--- src/pcs_cfg.svh ---
// Register map, field positions, reset values and timing of the socket block.
`ifndef PCS_CFG_SVH
`define PCS_CFG_SVH
// Byte offsets of the registers.
`define PCS_A_CTRL    8'h00
`define PCS_A_STATUS  8'h04
`define PCS_A_ISTAT   8'h08
`define PCS_A_ICLR    8'h0C
`define PCS_A_IEN     8'h10
// Control register fields.
`define PCS_C_IO      0
`define PCS_C_NARROW  1
`define PCS_C_RESET   2
`define PCS_C_POWER   3
`define PCS_C_IFEN    4
`define PCS_C_SPKEN   5
`define PCS_C_LEDEN   6
`define PCS_C_RINGEN  7
`define PCS_C_GPEN    8
`define PCS_C_GP1     9
`define PCS_C_GP2     10
`define PCS_CTRL_W    11
// Status register fields.
`define PCS_S_PRESENT 0
`define PCS_S_READY   1
`define PCS_S_BVD1    2
`define PCS_S_BVD2    3
`define PCS_S_VS1     4
`define PCS_S_VS2     5
`define PCS_S_BUSY    6
`define PCS_S_WAIT    7
`define PCS_S_CIRQ    8
// Interrupt event bits.
`define PCS_E_DETECT  0
`define PCS_E_READY   1
`define PCS_E_CIRQ    2
`define PCS_E_STSCHG  3
`define PCS_E_RING    4
`define PCS_E_DONE    5
`define PCS_EV_W      6
// Reset values.
`define PCS_CTRL_RST  11'h000
`define PCS_IEN_RST   6'h00
// Timing.
`define PCS_CLK_NS    40
`define PCS_STROBE_NS 300
`define PCS_STROBE_CYC ((`PCS_STROBE_NS+`PCS_CLK_NS-1)/`PCS_CLK_NS)
`define PCS_DEB_NS    10000000
`define PCS_DEB_CYC   ((`PCS_DEB_NS+`PCS_CLK_NS-1)/`PCS_CLK_NS)
`endif

--- src/pcs_pkg.sv ---
// Types shared by the socket signal control block.
package pcs_pkg;
   // Card access cycle phases.
   typedef enum logic [0:0] {
      PCS_IDLE,
      PCS_STROBE
   } pcs_acc_t;
   // Whole state of the block.
   typedef struct packed {
      logic [7:0]  s1;
      logic [7:0]  s2;
      logic [17:0] deb;
      logic        present;
      logic        rdy_q;
      logic        bvd1_q;
      logic [10:0] ctrl;
      logic [5:0]  istat;
      logic [5:0]  ien;
      logic [31:0] prdata;
      logic        perr;
      pcs_acc_t    acc;
      logic [3:0]  cnt;
      logic        even_n;
      logic        odd_n;
      logic        a0;
      logic        done;
      logic        spk;
      logic        led;
      logic        irq;
   } pcs_state_t;
endpackage

--- src/pcs_socket.sv ---
// Per-socket card enable, reset, wait and status signal control.
`timescale 1ns/1ps
`include "pcs_cfg.svh"
//
// Overview of operation
// - Card enables go low in access cycles; first even bytes, second odd.
// - Narrow cards: only the even enable, odd or even chosen by address bit.
// - Card reset output low normally, high to reset the card.
// - Card reset floats unless card seated, powered and interface enabled.
// - Card wait request stalls the running access until released.
// - Memory mode: ready input reports card ready or busy.
// - I/O mode: ready input is the card interrupt request.
// - Both card detect inputs decide card presence.
// - Memory mode: battery inputs report battery dead and battery warning.
// - I/O mode: first battery input signals card status change.
// - Ring enable set: status change input acts as ring indicate.
// - I/O mode: second battery input may be the speaker signal.
// - Second battery input may be a disk activity indicator.
// - Both voltage sense inputs give the card supply voltage.
// - Voltage sense pins may be driven as general purpose strobes.
// - Input acknowledge from the card is ignored.
//
module pcs_socket #(
   parameter int DEB_CYC = `PCS_DEB_CYC
) (
   // Clock and reset.
   input  wire logic        pclk,
   input  wire logic        presetn,
   // APB slave.
   input  wire logic        psel,
   input  wire logic        penable,
   input  wire logic        pwrite,
   input  wire logic [7:0]  paddr,
   input  wire logic [31:0] pwdata,
   output logic [31:0]      prdata,
   output logic             pready,
   output logic             pslverr,
   output logic             irq,
   // Access cycle request from the window logic.
   input  wire logic        acc_start,
   input  wire logic        acc_word,
   input  wire logic        acc_addr0,
   output logic             acc_busy,
   output logic             acc_done,
   // Card enables and address bit.
   output logic             even_byte_enable_n,
   output logic             odd_byte_enable_n,
   output logic             lowest_address_bit,
   // Card reset.
   output logic             card_reset_out,
   output logic             card_reset_oe,
   // Card status inputs.
   input  wire logic [1:0]  card_present_inputs_n,
   input  wire logic        ready_or_card_irq,
   input  wire logic        card_wait_n,
   input  wire logic        battery_dead_or_status_change,
   input  wire logic        battery_warn_or_audio_or_activity,
   input  wire logic        input_acknowledge_unused_n,
   // Voltage sense pins, also strobes.
   input  wire logic        volt_sense_one_or_strobe_in,
   output logic             volt_sense_one_or_strobe_out,
   input  wire logic        volt_sense_two_or_strobe_in,
   output logic             volt_sense_two_or_strobe_out,
   output logic             volt_sense_oe,
   // Speaker and activity indicator.
   output logic             speaker_out,
   output logic             activity_out
);

   //***********************************************************
   // State and decoded views.
   //***********************************************************

   pcs_pkg::pcs_state_t r_r;
   pcs_pkg::pcs_state_t r_nxt;

   // Synchronised input bits, mode, bus phases, events and clear mask.
   logic       cd_low;
   logic       rdy_s;
   logic       wait_s;
   logic       bvd1_s;
   logic       bvd2_s;
   logic [1:0] vs_s;
   logic       io_mode;
   logic       setup;
   logic       wr;
   logic [5:0] ev;
   logic [5:0] clr;

   // Decoded views of the second synchroniser stage, and the I/O mode bit.
   assign cd_low = (r_r.s2[1:0] == 2'h0);
   assign rdy_s  = r_r.s2[2];
   assign wait_s = ~r_r.s2[3];
   assign bvd1_s = r_r.s2[4];
   assign bvd2_s = r_r.s2[5];
   assign vs_s   = r_r.s2[7:6];
   assign io_mode = r_r.ctrl[`PCS_C_IO];

   // Bus phases; every access completes with no wait state.
   assign setup = psel & ~penable;
   assign wr    = psel & penable & pwrite;

   //***********************************************************
   // Events and next state.
   //***********************************************************

   // Interrupt events from card inputs and the access machine.
   always_comb begin
      ev = 6'h00;
      ev[`PCS_E_DETECT] = (cd_low != r_r.present)
                          & (r_r.deb == 18'(DEB_CYC - 1));
      ev[`PCS_E_READY]  = ~io_mode & rdy_s & ~r_r.rdy_q;
      ev[`PCS_E_CIRQ]   = io_mode & ~rdy_s;
      ev[`PCS_E_STSCHG] = io_mode & ~r_r.ctrl[`PCS_C_RINGEN]
                          & r_r.bvd1_q & ~bvd1_s;
      ev[`PCS_E_RING]   = r_r.ctrl[`PCS_C_RINGEN]
                          & r_r.bvd1_q & ~bvd1_s;
      ev[`PCS_E_DONE]   = r_r.done;
   end

   // Write-one-to-clear mask for the sticky bits.
   assign clr = (wr && paddr == `PCS_A_ICLR) ? pwdata[5:0] : 6'h00;

   // One process computes every next value of the state.
   always_comb begin
      r_nxt = r_r;
      // Two stage synchroniser; input acknowledge is not sampled.
      r_nxt.s1 = {volt_sense_two_or_strobe_in,
                  volt_sense_one_or_strobe_in,
                  battery_warn_or_audio_or_activity,
                  battery_dead_or_status_change,
                  card_wait_n,
                  ready_or_card_irq,
                  card_present_inputs_n};
      r_nxt.s2 = r_r.s1;
      r_nxt.rdy_q  = rdy_s;
      r_nxt.bvd1_q = bvd1_s;

      // Presence changes only after the detects hold a new level
      // for the whole debounce time; contact bounce is filtered.
      if (cd_low == r_r.present) begin
         r_nxt.deb = 18'h00000;
      end else if (r_r.deb == 18'(DEB_CYC - 1)) begin
         r_nxt.deb     = 18'h00000;
         r_nxt.present = cd_low;
      end else begin
         r_nxt.deb = r_r.deb + 18'h00001;
      end

      // Register writes take effect in the access phase.
      if (wr && paddr == `PCS_A_CTRL) begin
         r_nxt.ctrl = pwdata[10:0];
      end
      if (wr && paddr == `PCS_A_IEN) begin
         r_nxt.ien = pwdata[5:0];
      end
      // A new event wins over a clear in the same cycle.
      r_nxt.istat = (r_r.istat & ~clr) | ev;

      // Read data and error are latched in the setup phase.
      if (setup) begin
         r_nxt.perr   = 1'b0;
         r_nxt.prdata = 32'h00000000;
         unique case (paddr)
            `PCS_A_CTRL: r_nxt.prdata[10:0] = r_r.ctrl;
            `PCS_A_STATUS: begin
               r_nxt.prdata[`PCS_S_PRESENT] = r_r.present;
               r_nxt.prdata[`PCS_S_READY] = ~io_mode & rdy_s;
               r_nxt.prdata[`PCS_S_BVD1] = ~io_mode & bvd1_s;
               r_nxt.prdata[`PCS_S_BVD2] = ~io_mode & bvd2_s;
               r_nxt.prdata[`PCS_S_VS1] = vs_s[0];
               r_nxt.prdata[`PCS_S_VS2] = vs_s[1];
               r_nxt.prdata[`PCS_S_BUSY] = (r_r.acc != pcs_pkg::PCS_IDLE);
               r_nxt.prdata[`PCS_S_WAIT] = wait_s;
               r_nxt.prdata[`PCS_S_CIRQ] = io_mode & ~rdy_s;
            end
            `PCS_A_ISTAT: r_nxt.prdata[5:0] = r_r.istat;
            `PCS_A_ICLR: r_nxt.prdata = 32'h00000000;
            `PCS_A_IEN: r_nxt.prdata[5:0] = r_r.ien;
            default: r_nxt.perr = 1'b1;
         endcase
      end

      // Card access cycle machine.
      r_nxt.done = 1'b0;
      unique case (r_r.acc)
         pcs_pkg::PCS_IDLE: begin
            if (acc_start) begin
               r_nxt.acc = pcs_pkg::PCS_STROBE;
               r_nxt.cnt = 4'(`PCS_STROBE_CYC - 1);
               r_nxt.a0  = acc_addr0;
               if (r_r.ctrl[`PCS_C_NARROW]) begin
                  // Narrow card: even lane only, address bit picks.
                  r_nxt.even_n = 1'b0;
                  r_nxt.odd_n  = 1'b1;
               end else begin
                  r_nxt.even_n = ~(acc_word | ~acc_addr0);
                  r_nxt.odd_n  = ~(acc_word | acc_addr0);
                  r_nxt.a0     = acc_addr0 & ~acc_word;
               end
            end
         end
         pcs_pkg::PCS_STROBE: begin
            if (r_r.cnt != 4'h0) begin
               r_nxt.cnt = r_r.cnt - 4'h1;
            end else if (!wait_s) begin
               // Wait released: end the cycle and raise the enables.
               r_nxt.acc    = pcs_pkg::PCS_IDLE;
               r_nxt.even_n = 1'b1;
               r_nxt.odd_n  = 1'b1;
               r_nxt.done   = 1'b1;
            end
         end
      endcase

      // Speaker and activity views of the second battery input.
      r_nxt.spk = io_mode & r_r.ctrl[`PCS_C_SPKEN] & ~bvd2_s;
      r_nxt.led = r_r.ctrl[`PCS_C_LEDEN] & ~bvd2_s;
      r_nxt.irq = |(r_nxt.istat & r_r.ien);
   end

   //***********************************************************
   // State register.
   //***********************************************************

   // Asynchronous reset loads constants only.
   always_ff @(posedge pclk or negedge presetn) begin
      if (!presetn) begin
         r_r        <= '0;
         r_r.s1     <= 8'hFF;
         r_r.s2     <= 8'hFF;
         r_r.rdy_q  <= 1'b1;
         r_r.bvd1_q <= 1'b1;
         r_r.ctrl   <= `PCS_CTRL_RST;
         r_r.ien    <= `PCS_IEN_RST;
         r_r.acc    <= pcs_pkg::PCS_IDLE;
         r_r.even_n <= 1'b1;
         r_r.odd_n  <= 1'b1;
      end else begin
         r_r <= r_nxt;
      end
   end

   //***********************************************************
   // Outputs.
   //***********************************************************

   // Bus answer; pready is a handshake and may be combinational.
   assign pready  = psel & penable;
   assign prdata  = r_r.prdata;
   assign pslverr = r_r.perr & psel & penable;
   assign irq     = r_r.irq;

   // Access handshake and card lane strobes.
   assign acc_busy           = (r_r.acc != pcs_pkg::PCS_IDLE);
   assign acc_done           = r_r.done;
   assign even_byte_enable_n = r_r.even_n;
   assign odd_byte_enable_n  = r_r.odd_n;
   assign lowest_address_bit = r_r.a0;

   // Reset floats until the card is seated, powered and enabled,
   // so a half-powered card never sees a reset glitch.
   assign card_reset_oe = r_r.present & r_r.ctrl[`PCS_C_POWER]
                          & r_r.ctrl[`PCS_C_IFEN];
   assign card_reset_out = card_reset_oe
                           & r_r.ctrl[`PCS_C_RESET];

   // Voltage sense pins double as strobes only when enabled; sense
   // readings are then meaningless.
   assign volt_sense_oe = r_r.ctrl[`PCS_C_GPEN];
   assign volt_sense_one_or_strobe_out = r_r.ctrl[`PCS_C_GP1];
   assign volt_sense_two_or_strobe_out = r_r.ctrl[`PCS_C_GP2];

   // Speaker and activity indicator.
   assign speaker_out  = r_r.spk;
   assign activity_out = r_r.led;

   //***********************************************************
   // Assertions.
   //***********************************************************

   // Narrow cards never see the odd lane strobe.
   property p_narrow_lane;
      @(posedge pclk) disable iff (!presetn)
      (r_r.acc == pcs_pkg::PCS_IDLE && acc_start
       && r_r.ctrl[`PCS_C_NARROW])
      |=> (!even_byte_enable_n && odd_byte_enable_n
           && lowest_address_bit == $past(acc_addr0));
   endproperty
   a_narrow_lane: assert property (p_narrow_lane)
      else $error("narrow access drove wrong lanes");

   // Wide word access drives both lanes for the strobe time.
   property p_word_lanes;
      @(posedge pclk) disable iff (!presetn)
      (r_r.acc == pcs_pkg::PCS_IDLE && acc_start && acc_word
       && !r_r.ctrl[`PCS_C_NARROW])
      |=> (!even_byte_enable_n && !odd_byte_enable_n) [*8];
   endproperty
   a_word_lanes: assert property (p_word_lanes)
      else $error("word access lanes not held low");

   // An idle machine keeps both lanes released.
   property p_idle_lanes;
      @(posedge pclk) disable iff (!presetn)
      !acc_busy |-> (even_byte_enable_n && odd_byte_enable_n);
   endproperty
   a_idle_lanes: assert property (p_idle_lanes)
      else $error("card enable low outside an access");

   // An active wait holds the cycle open.
   property p_wait_stall;
      @(posedge pclk) disable iff (!presetn)
      (acc_busy && r_r.cnt == 4'h0 && !r_r.s2[3])
      |=> (acc_busy && !acc_done);
   endproperty
   a_wait_stall: assert property (p_wait_stall)
      else $error("access ended while wait active");

   // No card means a floating reset pin.
   property p_reset_float;
      @(posedge pclk) disable iff (!presetn)
      !r_r.present |-> (!card_reset_oe && !card_reset_out);
   endproperty
   a_reset_float: assert property (p_reset_float)
      else $error("card reset driven with no card");

   // A driven reset follows the reset control bit.
   property p_reset_level;
      @(posedge pclk) disable iff (!presetn)
      card_reset_oe |-> (card_reset_out == r_r.ctrl[`PCS_C_RESET]);
   endproperty
   a_reset_level: assert property (p_reset_level)
      else $error("card reset level wrong");

   // Presence rises only after the detects were low.
   property p_present;
      @(posedge pclk) disable iff (!presetn)
      $rose(r_r.present) |-> $past(r_r.s2[1:0] == 2'h0);
   endproperty
   a_present: assert property (p_present)
      else $error("card present without both detects low");

   // An I/O mode card interrupt reaches the sticky bit.
   property p_card_irq;
      @(posedge pclk) disable iff (!presetn)
      (io_mode && !rdy_s) |=> r_r.istat[`PCS_E_CIRQ];
   endproperty
   a_card_irq: assert property (p_card_irq)
      else $error("card interrupt not latched");

   // With ring disabled, an I/O mode status change edge is latched as status change.
   property p_stschg;
      @(posedge pclk) disable iff (!presetn)
      (io_mode && r_r.bvd1_q && !bvd1_s && !clr[`PCS_E_STSCHG]
       && !r_r.ctrl[`PCS_C_RINGEN]) |=> r_r.istat[`PCS_E_STSCHG];
   endproperty
   a_stschg: assert property (p_stschg)
      else $error("status change not latched");

   // With ring enabled the same edge is a ring event.
   property p_ring;
      @(posedge pclk) disable iff (!presetn)
      (r_r.ctrl[`PCS_C_RINGEN] && r_r.bvd1_q && !bvd1_s)
      |=> (r_r.istat[`PCS_E_RING]);
   endproperty
   a_ring: assert property (p_ring)
      else $error("ring event not latched");

   // Strobes stop being driven in the cycle the enable falls.
   property p_gp_strobe;
      @(posedge pclk) disable iff (!presetn)
      $fell(r_r.ctrl[`PCS_C_GPEN]) |-> !volt_sense_oe;
   endproperty
   a_gp_strobe: assert property (p_gp_strobe)
      else $error("voltage sense pin driven while disabled");

endmodule

--- config.mk ---
export PLATFORM = sky130hd
export DESIGN_NAME = pcs_socket
export DESIGN_NICKNAME = d
export VERILOG_FILES = /design/src/pcs_pkg.sv /design/src/pcs_socket.sv
export VERILOG_INCLUDE_DIRS = /design/src /design/src/src
export SDC_FILE = /design/constraint.sdc
export NUM_CORES = 1
export LEC_CHECK = 0
export ABC_AREA = 0
export BUFFER_PORTS_ARGS = -buffer_cell sky130_fd_sc_hd__buf_2
export CAP_MARGIN = 20
export CELL_PAD_IN_SITES_DETAIL_PLACEMENT = 1
export CELL_PAD_IN_SITES_GLOBAL_PLACEMENT = 1
export CORE_UTILIZATION = 24
export DETAILED_ROUTE_END_ITERATION = 8
export PLACE_DENSITY_LB_ADDON = 0.1
export SYNTH_ARGS = -nofsm -noshare
export SYNTH_HDL_FRONTEND = slang
export SYNTH_SLANG_ARGS = --single-unit
--- constraint.sdc ---
create_clock -name pclk -period 3 [get_ports pclk]
set_input_delay 0.9 -clock pclk [delete_from_list [all_inputs] [get_ports pclk]]
set_output_delay 0.9 -clock pclk [all_outputs]
set_load 0.005 [all_outputs]
# Word level (Yosys, flattened, before mapping)
# Index checks and enable logic that the tools add are counted.
# classes
addsub	2
eq_ne	11
n_mux	19
bitwise	43
reduce_logical	12
# op_table
op	n
$mux W18	2
$pmux W6 S4	1
$and A1 B1 Y1	23
$add A18 B1 Y18 const B	1
$eq A18 B18 Y1 const B	1
$eq A8 B4 Y1 const B	2
$not A1 Y1	14
$pmux W7 S2	1
$and A6 B6 Y6	2
$eq A8 B3 Y1 const B	1
$eq A8 B5 Y1 const B	1
$logic_not A8 Y1	1
$mux W2	4
$mux W8	1
$mux W1	7
$mux W6	1
$not A6 Y6	1
$or A6 B6 Y6	1
$pmux W3 S2	1
$reduce_and A2 Y1	3
$reduce_or A6 Y1	1
$reduce_or A5 Y1	1
$mux W4	1
$ne A2 B1 Y1 const B	2
other kinds (9)	13
# word_totals
ff_bits	84
output_inout_bits	47

# Logic depth before layout (Yosys ltp)
# logic_depth
depth_word	9
depth_mapped	7
mapped_depth_nobuf	7

# Least setup slack after synthesis
# No wires, ideal clock.
# synth_path
path_kind	input-to-reg
start	input paddr[1]
end	register r_r[45] (netlist name)
setup_time_ps	125
arrival_ps	2311
t_required_ps	2875
slack_ps	564
path_stages	4
cell_sequence	or2_2 or4_4 nor3b_4 mux2_2
# synth_between
elab_chain_len	2
# synth_rtl
element	line	rtl
from (decl)	pcs_socket.sv:33	input wire logic [7:0] paddr,
$eq A8 B5 Y1	n/a	
$logic_and A1 B1 Y1 (no source line)	n/a	
to (signal assigned)	pcs_socket.sv:240	r_r <= r_nxt;
to (decl)	pcs_socket.sv:74	pcs_pkg::pcs_state_t r_r;
# No other way between the ends.
# A chain may end at the register's enable or synchronous reset.

# Worst setup path in the final report
# layout_path
start	input paddr[1]
end	register r_r[49] (netlist name)
# The elaborated chain is that of the path after synthesis.

==> impl_results.md <==
* Max-slew headroom at 54.4%
* WS Path Type: in -> reg
* Hold_buf cts at 0
* WHS at 0.351 ns
* Mapped Cells at 368
* IR drop worst, VDD at 0.268 mV
* Final setup viols at 0
* Vias in the first global route at 2904
* Ys async rst share at 100%
* CP startpoint kind: primary input
* TritonCTS clock tree: done
* Post-synthesis sequential area ratio at 53.2%
* Seq pwr share at 43.0%
* PwrDens at 623 nW/um2
* DR iter-0 viols at 131
* Status: complete, no violations
* Mapped Area at 4000 um2
* Clock transition at path regs at 0.06 ns
* Hold Path Class: reg -> reg
* #FFs+latches synth at 84
* Fin crit share at 76.4%
* Max Slew Vio Count at 0
* Largest net degree at the start of global routing at 28
* Syn_area_per_cell at 10.9 um2
* # Post-CTS Setup Buffers at 0
* Largest family of logic cells by synthesized area: simple AND/OR/NAND/NOR gates
* Via density at 4.21
* Clk sinks at 84
* Worst-skew pair later-pin latency at 0.35 ns
* Resized Gates After CTS at 0
* Power share of the combinational group at 11.3%
* Psw at 0.733 mW
* Buffers on Ports at 60
* Root Driver: clkbuf_16
* Fin. Hold Viols at 0
* Core area at 16100 um2
* Post-synthesis xor/xnor area fraction at 3.94%
* Ports at 104
* Number of fillers in the final layout at 1810
* Worst slew pin tran at 0.678 ns
* Antenna-violating nets left at 0
* Syn. warnings at 0
* Die W at 131 um
* Wire length per cell at 15.0 um
* Leak at 2.26 nW
* CP max FO at 6
* Switching Share at 24.2%
* Remaining DRCs at 0
* MaxCap Viol Count at 0
* Initial core utilization at 24.9%
* Crit path required time at 3.23 ns
* Synth Area in Adders at 0.625%
* Fmax at 0.436 GHz
* Clock share of power at 45.7%
* Inst Count DP at 636
* # diodes at 0
* Post-synth EDFFs at 0
* RSZ-0062 raised after global routing: no
* Crit path capture type: flop
* Final Skew at 0.00971 ns
* Global-route wire length before repair at 16000 um
* Fin cells at 652
* Die ar. at 17200 um2
* Post-Synth Simple-Gate Area at 19.2%
* GPL Wtd Cong at 0.730
* Overflow after GRT at 0
* Minimum clock period at 2.29 ns
* Dpl hpwl at 7260 um
* Die height at 131 um
* Synth Area in Compound Gates at 7.97%
* Nets at 490
* Netlist cell types at 50
* Max Buffers Root-to-Sink at 2
* H-tree Lvls at 3
* P_int at 2.29 mW
* Final setup TNS at 0 ns
* Critical Path AT at 2.52 ns
* Area Overhead vs Synth at 21.3%
* WL final at 9760 um
* CTS buffer count at 9
* Row cnt at 46
* Mux cell area share after synthesis at 6.75%
* Antenna violations before repair at 0
* Total global-route track usage at 12.2%
* Share of post-route cells with drive strength above 1 at 32.3%
* DR vias at 2748
* Ys flop type: dfrtp_1
* Detailed Routing Iterations Pass 1 at 4
[path summary, 6_finish.rpt]
| path | startpoint | end | slack, ns | cells after the start |
|---|---|---|---|---|
| max | paddr[1] | r_r[49]$_DFFE_PN0P_ | 0.71 | 6 |
| min | r_nxt[94]$_DFF_PN1_ | bvd2_s$_DFF_PN1_ | 0.35 | 0 |
| max reg2reg | r_r[71]$_DFF_PN0_ | r_r[87]$_DFF_PN0_ | 0.99 | 6 |
| min reg2reg | r_nxt[94]$_DFF_PN1_ | bvd2_s$_DFF_PN1_ | 0.35 | 0 |
| max in group asynchronous | presetn | r_r[95]$_DFF_PN1_ | 1.88 | 2 |
| min in group asynchronous | presetn | prdata[7]$_DFFE_PN0P_ | 0.48 | 1 |
[cells by family after synthesis]
| kind of cell | after synthesis |
|---|---|
| xor gates and xnor gates | 18 |
| and+or+nand+nor | 138 |
| buffers and inverters | 52 |
| adders and majority gates | 2 |
| DFF | 84 |
| AOI/OAI and AO/OA | 52 |
| other | 1 |
| muxes | 21 |
[Yosys cell counts (3+ instances only)]
library cell	instances	area (um2)
nand4_1	4	25.0
buf_4	34	255
clkbuf_1	5	18.8
nand3b_1	3	22.5
xor2_1	6	52.6
nand2_1	29	109
nand3_1	11	55.1
a22o_1	4	35.0
xnor2_1	12	105
and3_1	4	25.0
nor4_1	4	25.0
a21oi_1	17	85.1
mux2_2	8	90.1
inv_1	11	41.3
dfrtp_1	64	1600
a2bb2oi_1	3	26.3
and2_1	3	18.8
nor2_1	43	161
o21ai_0	16	80.1
or2_2	5	31.3
mux2_4	10	150
mux2i_1	3	30.0
nor2b_1	6	37.5
nand2b_1	5	31.3
dfstp_2	20	526
a221oi_1	3	26.3
[per-stage QoR]
| stage | utilization [%] | setup slack [ns] | power (mW) | area (um2) |
|---|---|---|---|---|
| finish | 30.2 | 0.708 | 3.02 | 4850 |
| detailed placement | 27.9 | 0.332 | 1.67 | 4480 |
| CTS | 30.2 | 0.715 | 3.09 | 4850 |
| global placement | 27.9 | 0.325 | 1.66 | 4480 |
| global route | 30.2 | 0.649 | 3.19 | 4850 |
| floorplan | - | 0.564 | 1.53 | 4080 |
[area by class of cell]
class,instances,area [um2],share of cell area [%]
sequential,84,2130,43.8
multi-input combinational,252,1620,33.3
timing repair buffer,73,425,8.76
tap,216,270,5.57
clock buffer,9,225,4.64
clock inverter,7,148,3.04
inverter,11,41.3,0.851
[metal layers]
layer / share of wire, % / track usage [%] / vias to the layer above
met5: 0 / 0 / -
met4: 0.97 / 3.14 / 0
met3: 4.7 / 4.63 / 7
met2: 48 / 19.7 / 53
met1: 46 / 15.1 / 1349
li1: - / - / 1339
[critical path: stages]
cell and delay, ns:
buf_2 0.10, or2_2 0.30, or4_4 0.47, nor3b_4 0.20
buf_4 0.20, mux2_2 0.35
[power by group through the flow]
stage / sequential [mW] / clock [mW] / combinational (mW)
2_1_floorplan: 1.30 / 0 / 0.226
3_3_place_gp: 1.32 / 0 / 0.337
3_5_place_dp: 1.32 / 0 / 0.351
4_1_cts: 1.30 / 1.44 / 0.352
5_1_grt: 1.32 / 1.48 / 0.397
6_report: 1.30 / 1.38 / 0.342
[sequential cells by signal, indices dropped and copies added, names as in the netlist]
signal,flops
acc_busy,1
acc_done,1
activity_out,1
bvd1_s,1
bvd2_s,1
even_byte_enable_n,1
io_mode,1
irq,1
lowest_address_bit,1
odd_byte_enable_n,1
prdata,11
r_nxt,9
r_r,50
speaker_out,1
volt_sense_oe,1
volt_sense_one_or_strobe_out,1
volt_sense_two_or_strobe_out,1
[cell usage in the layout (no fill, tap or decap), types with 8 or more instances in the layout]
cell       netlist  layout
o21ai_0         16      16
buf_2            1      59
inv_1           11      11
xnor2_1         12      12
clkbuf_16        0       9
dfrtp_1         64      64
nand3_1         11      11
nor2_1          43      43
mux2_4          10      10
conb_1           1      21
buf_4           34      12
mux2_2           8       8
nand2_1         29      29
dfstp_2         20      20
a21oi_1         17      17
Note: power is estimated with default switching activity, not from simulation.
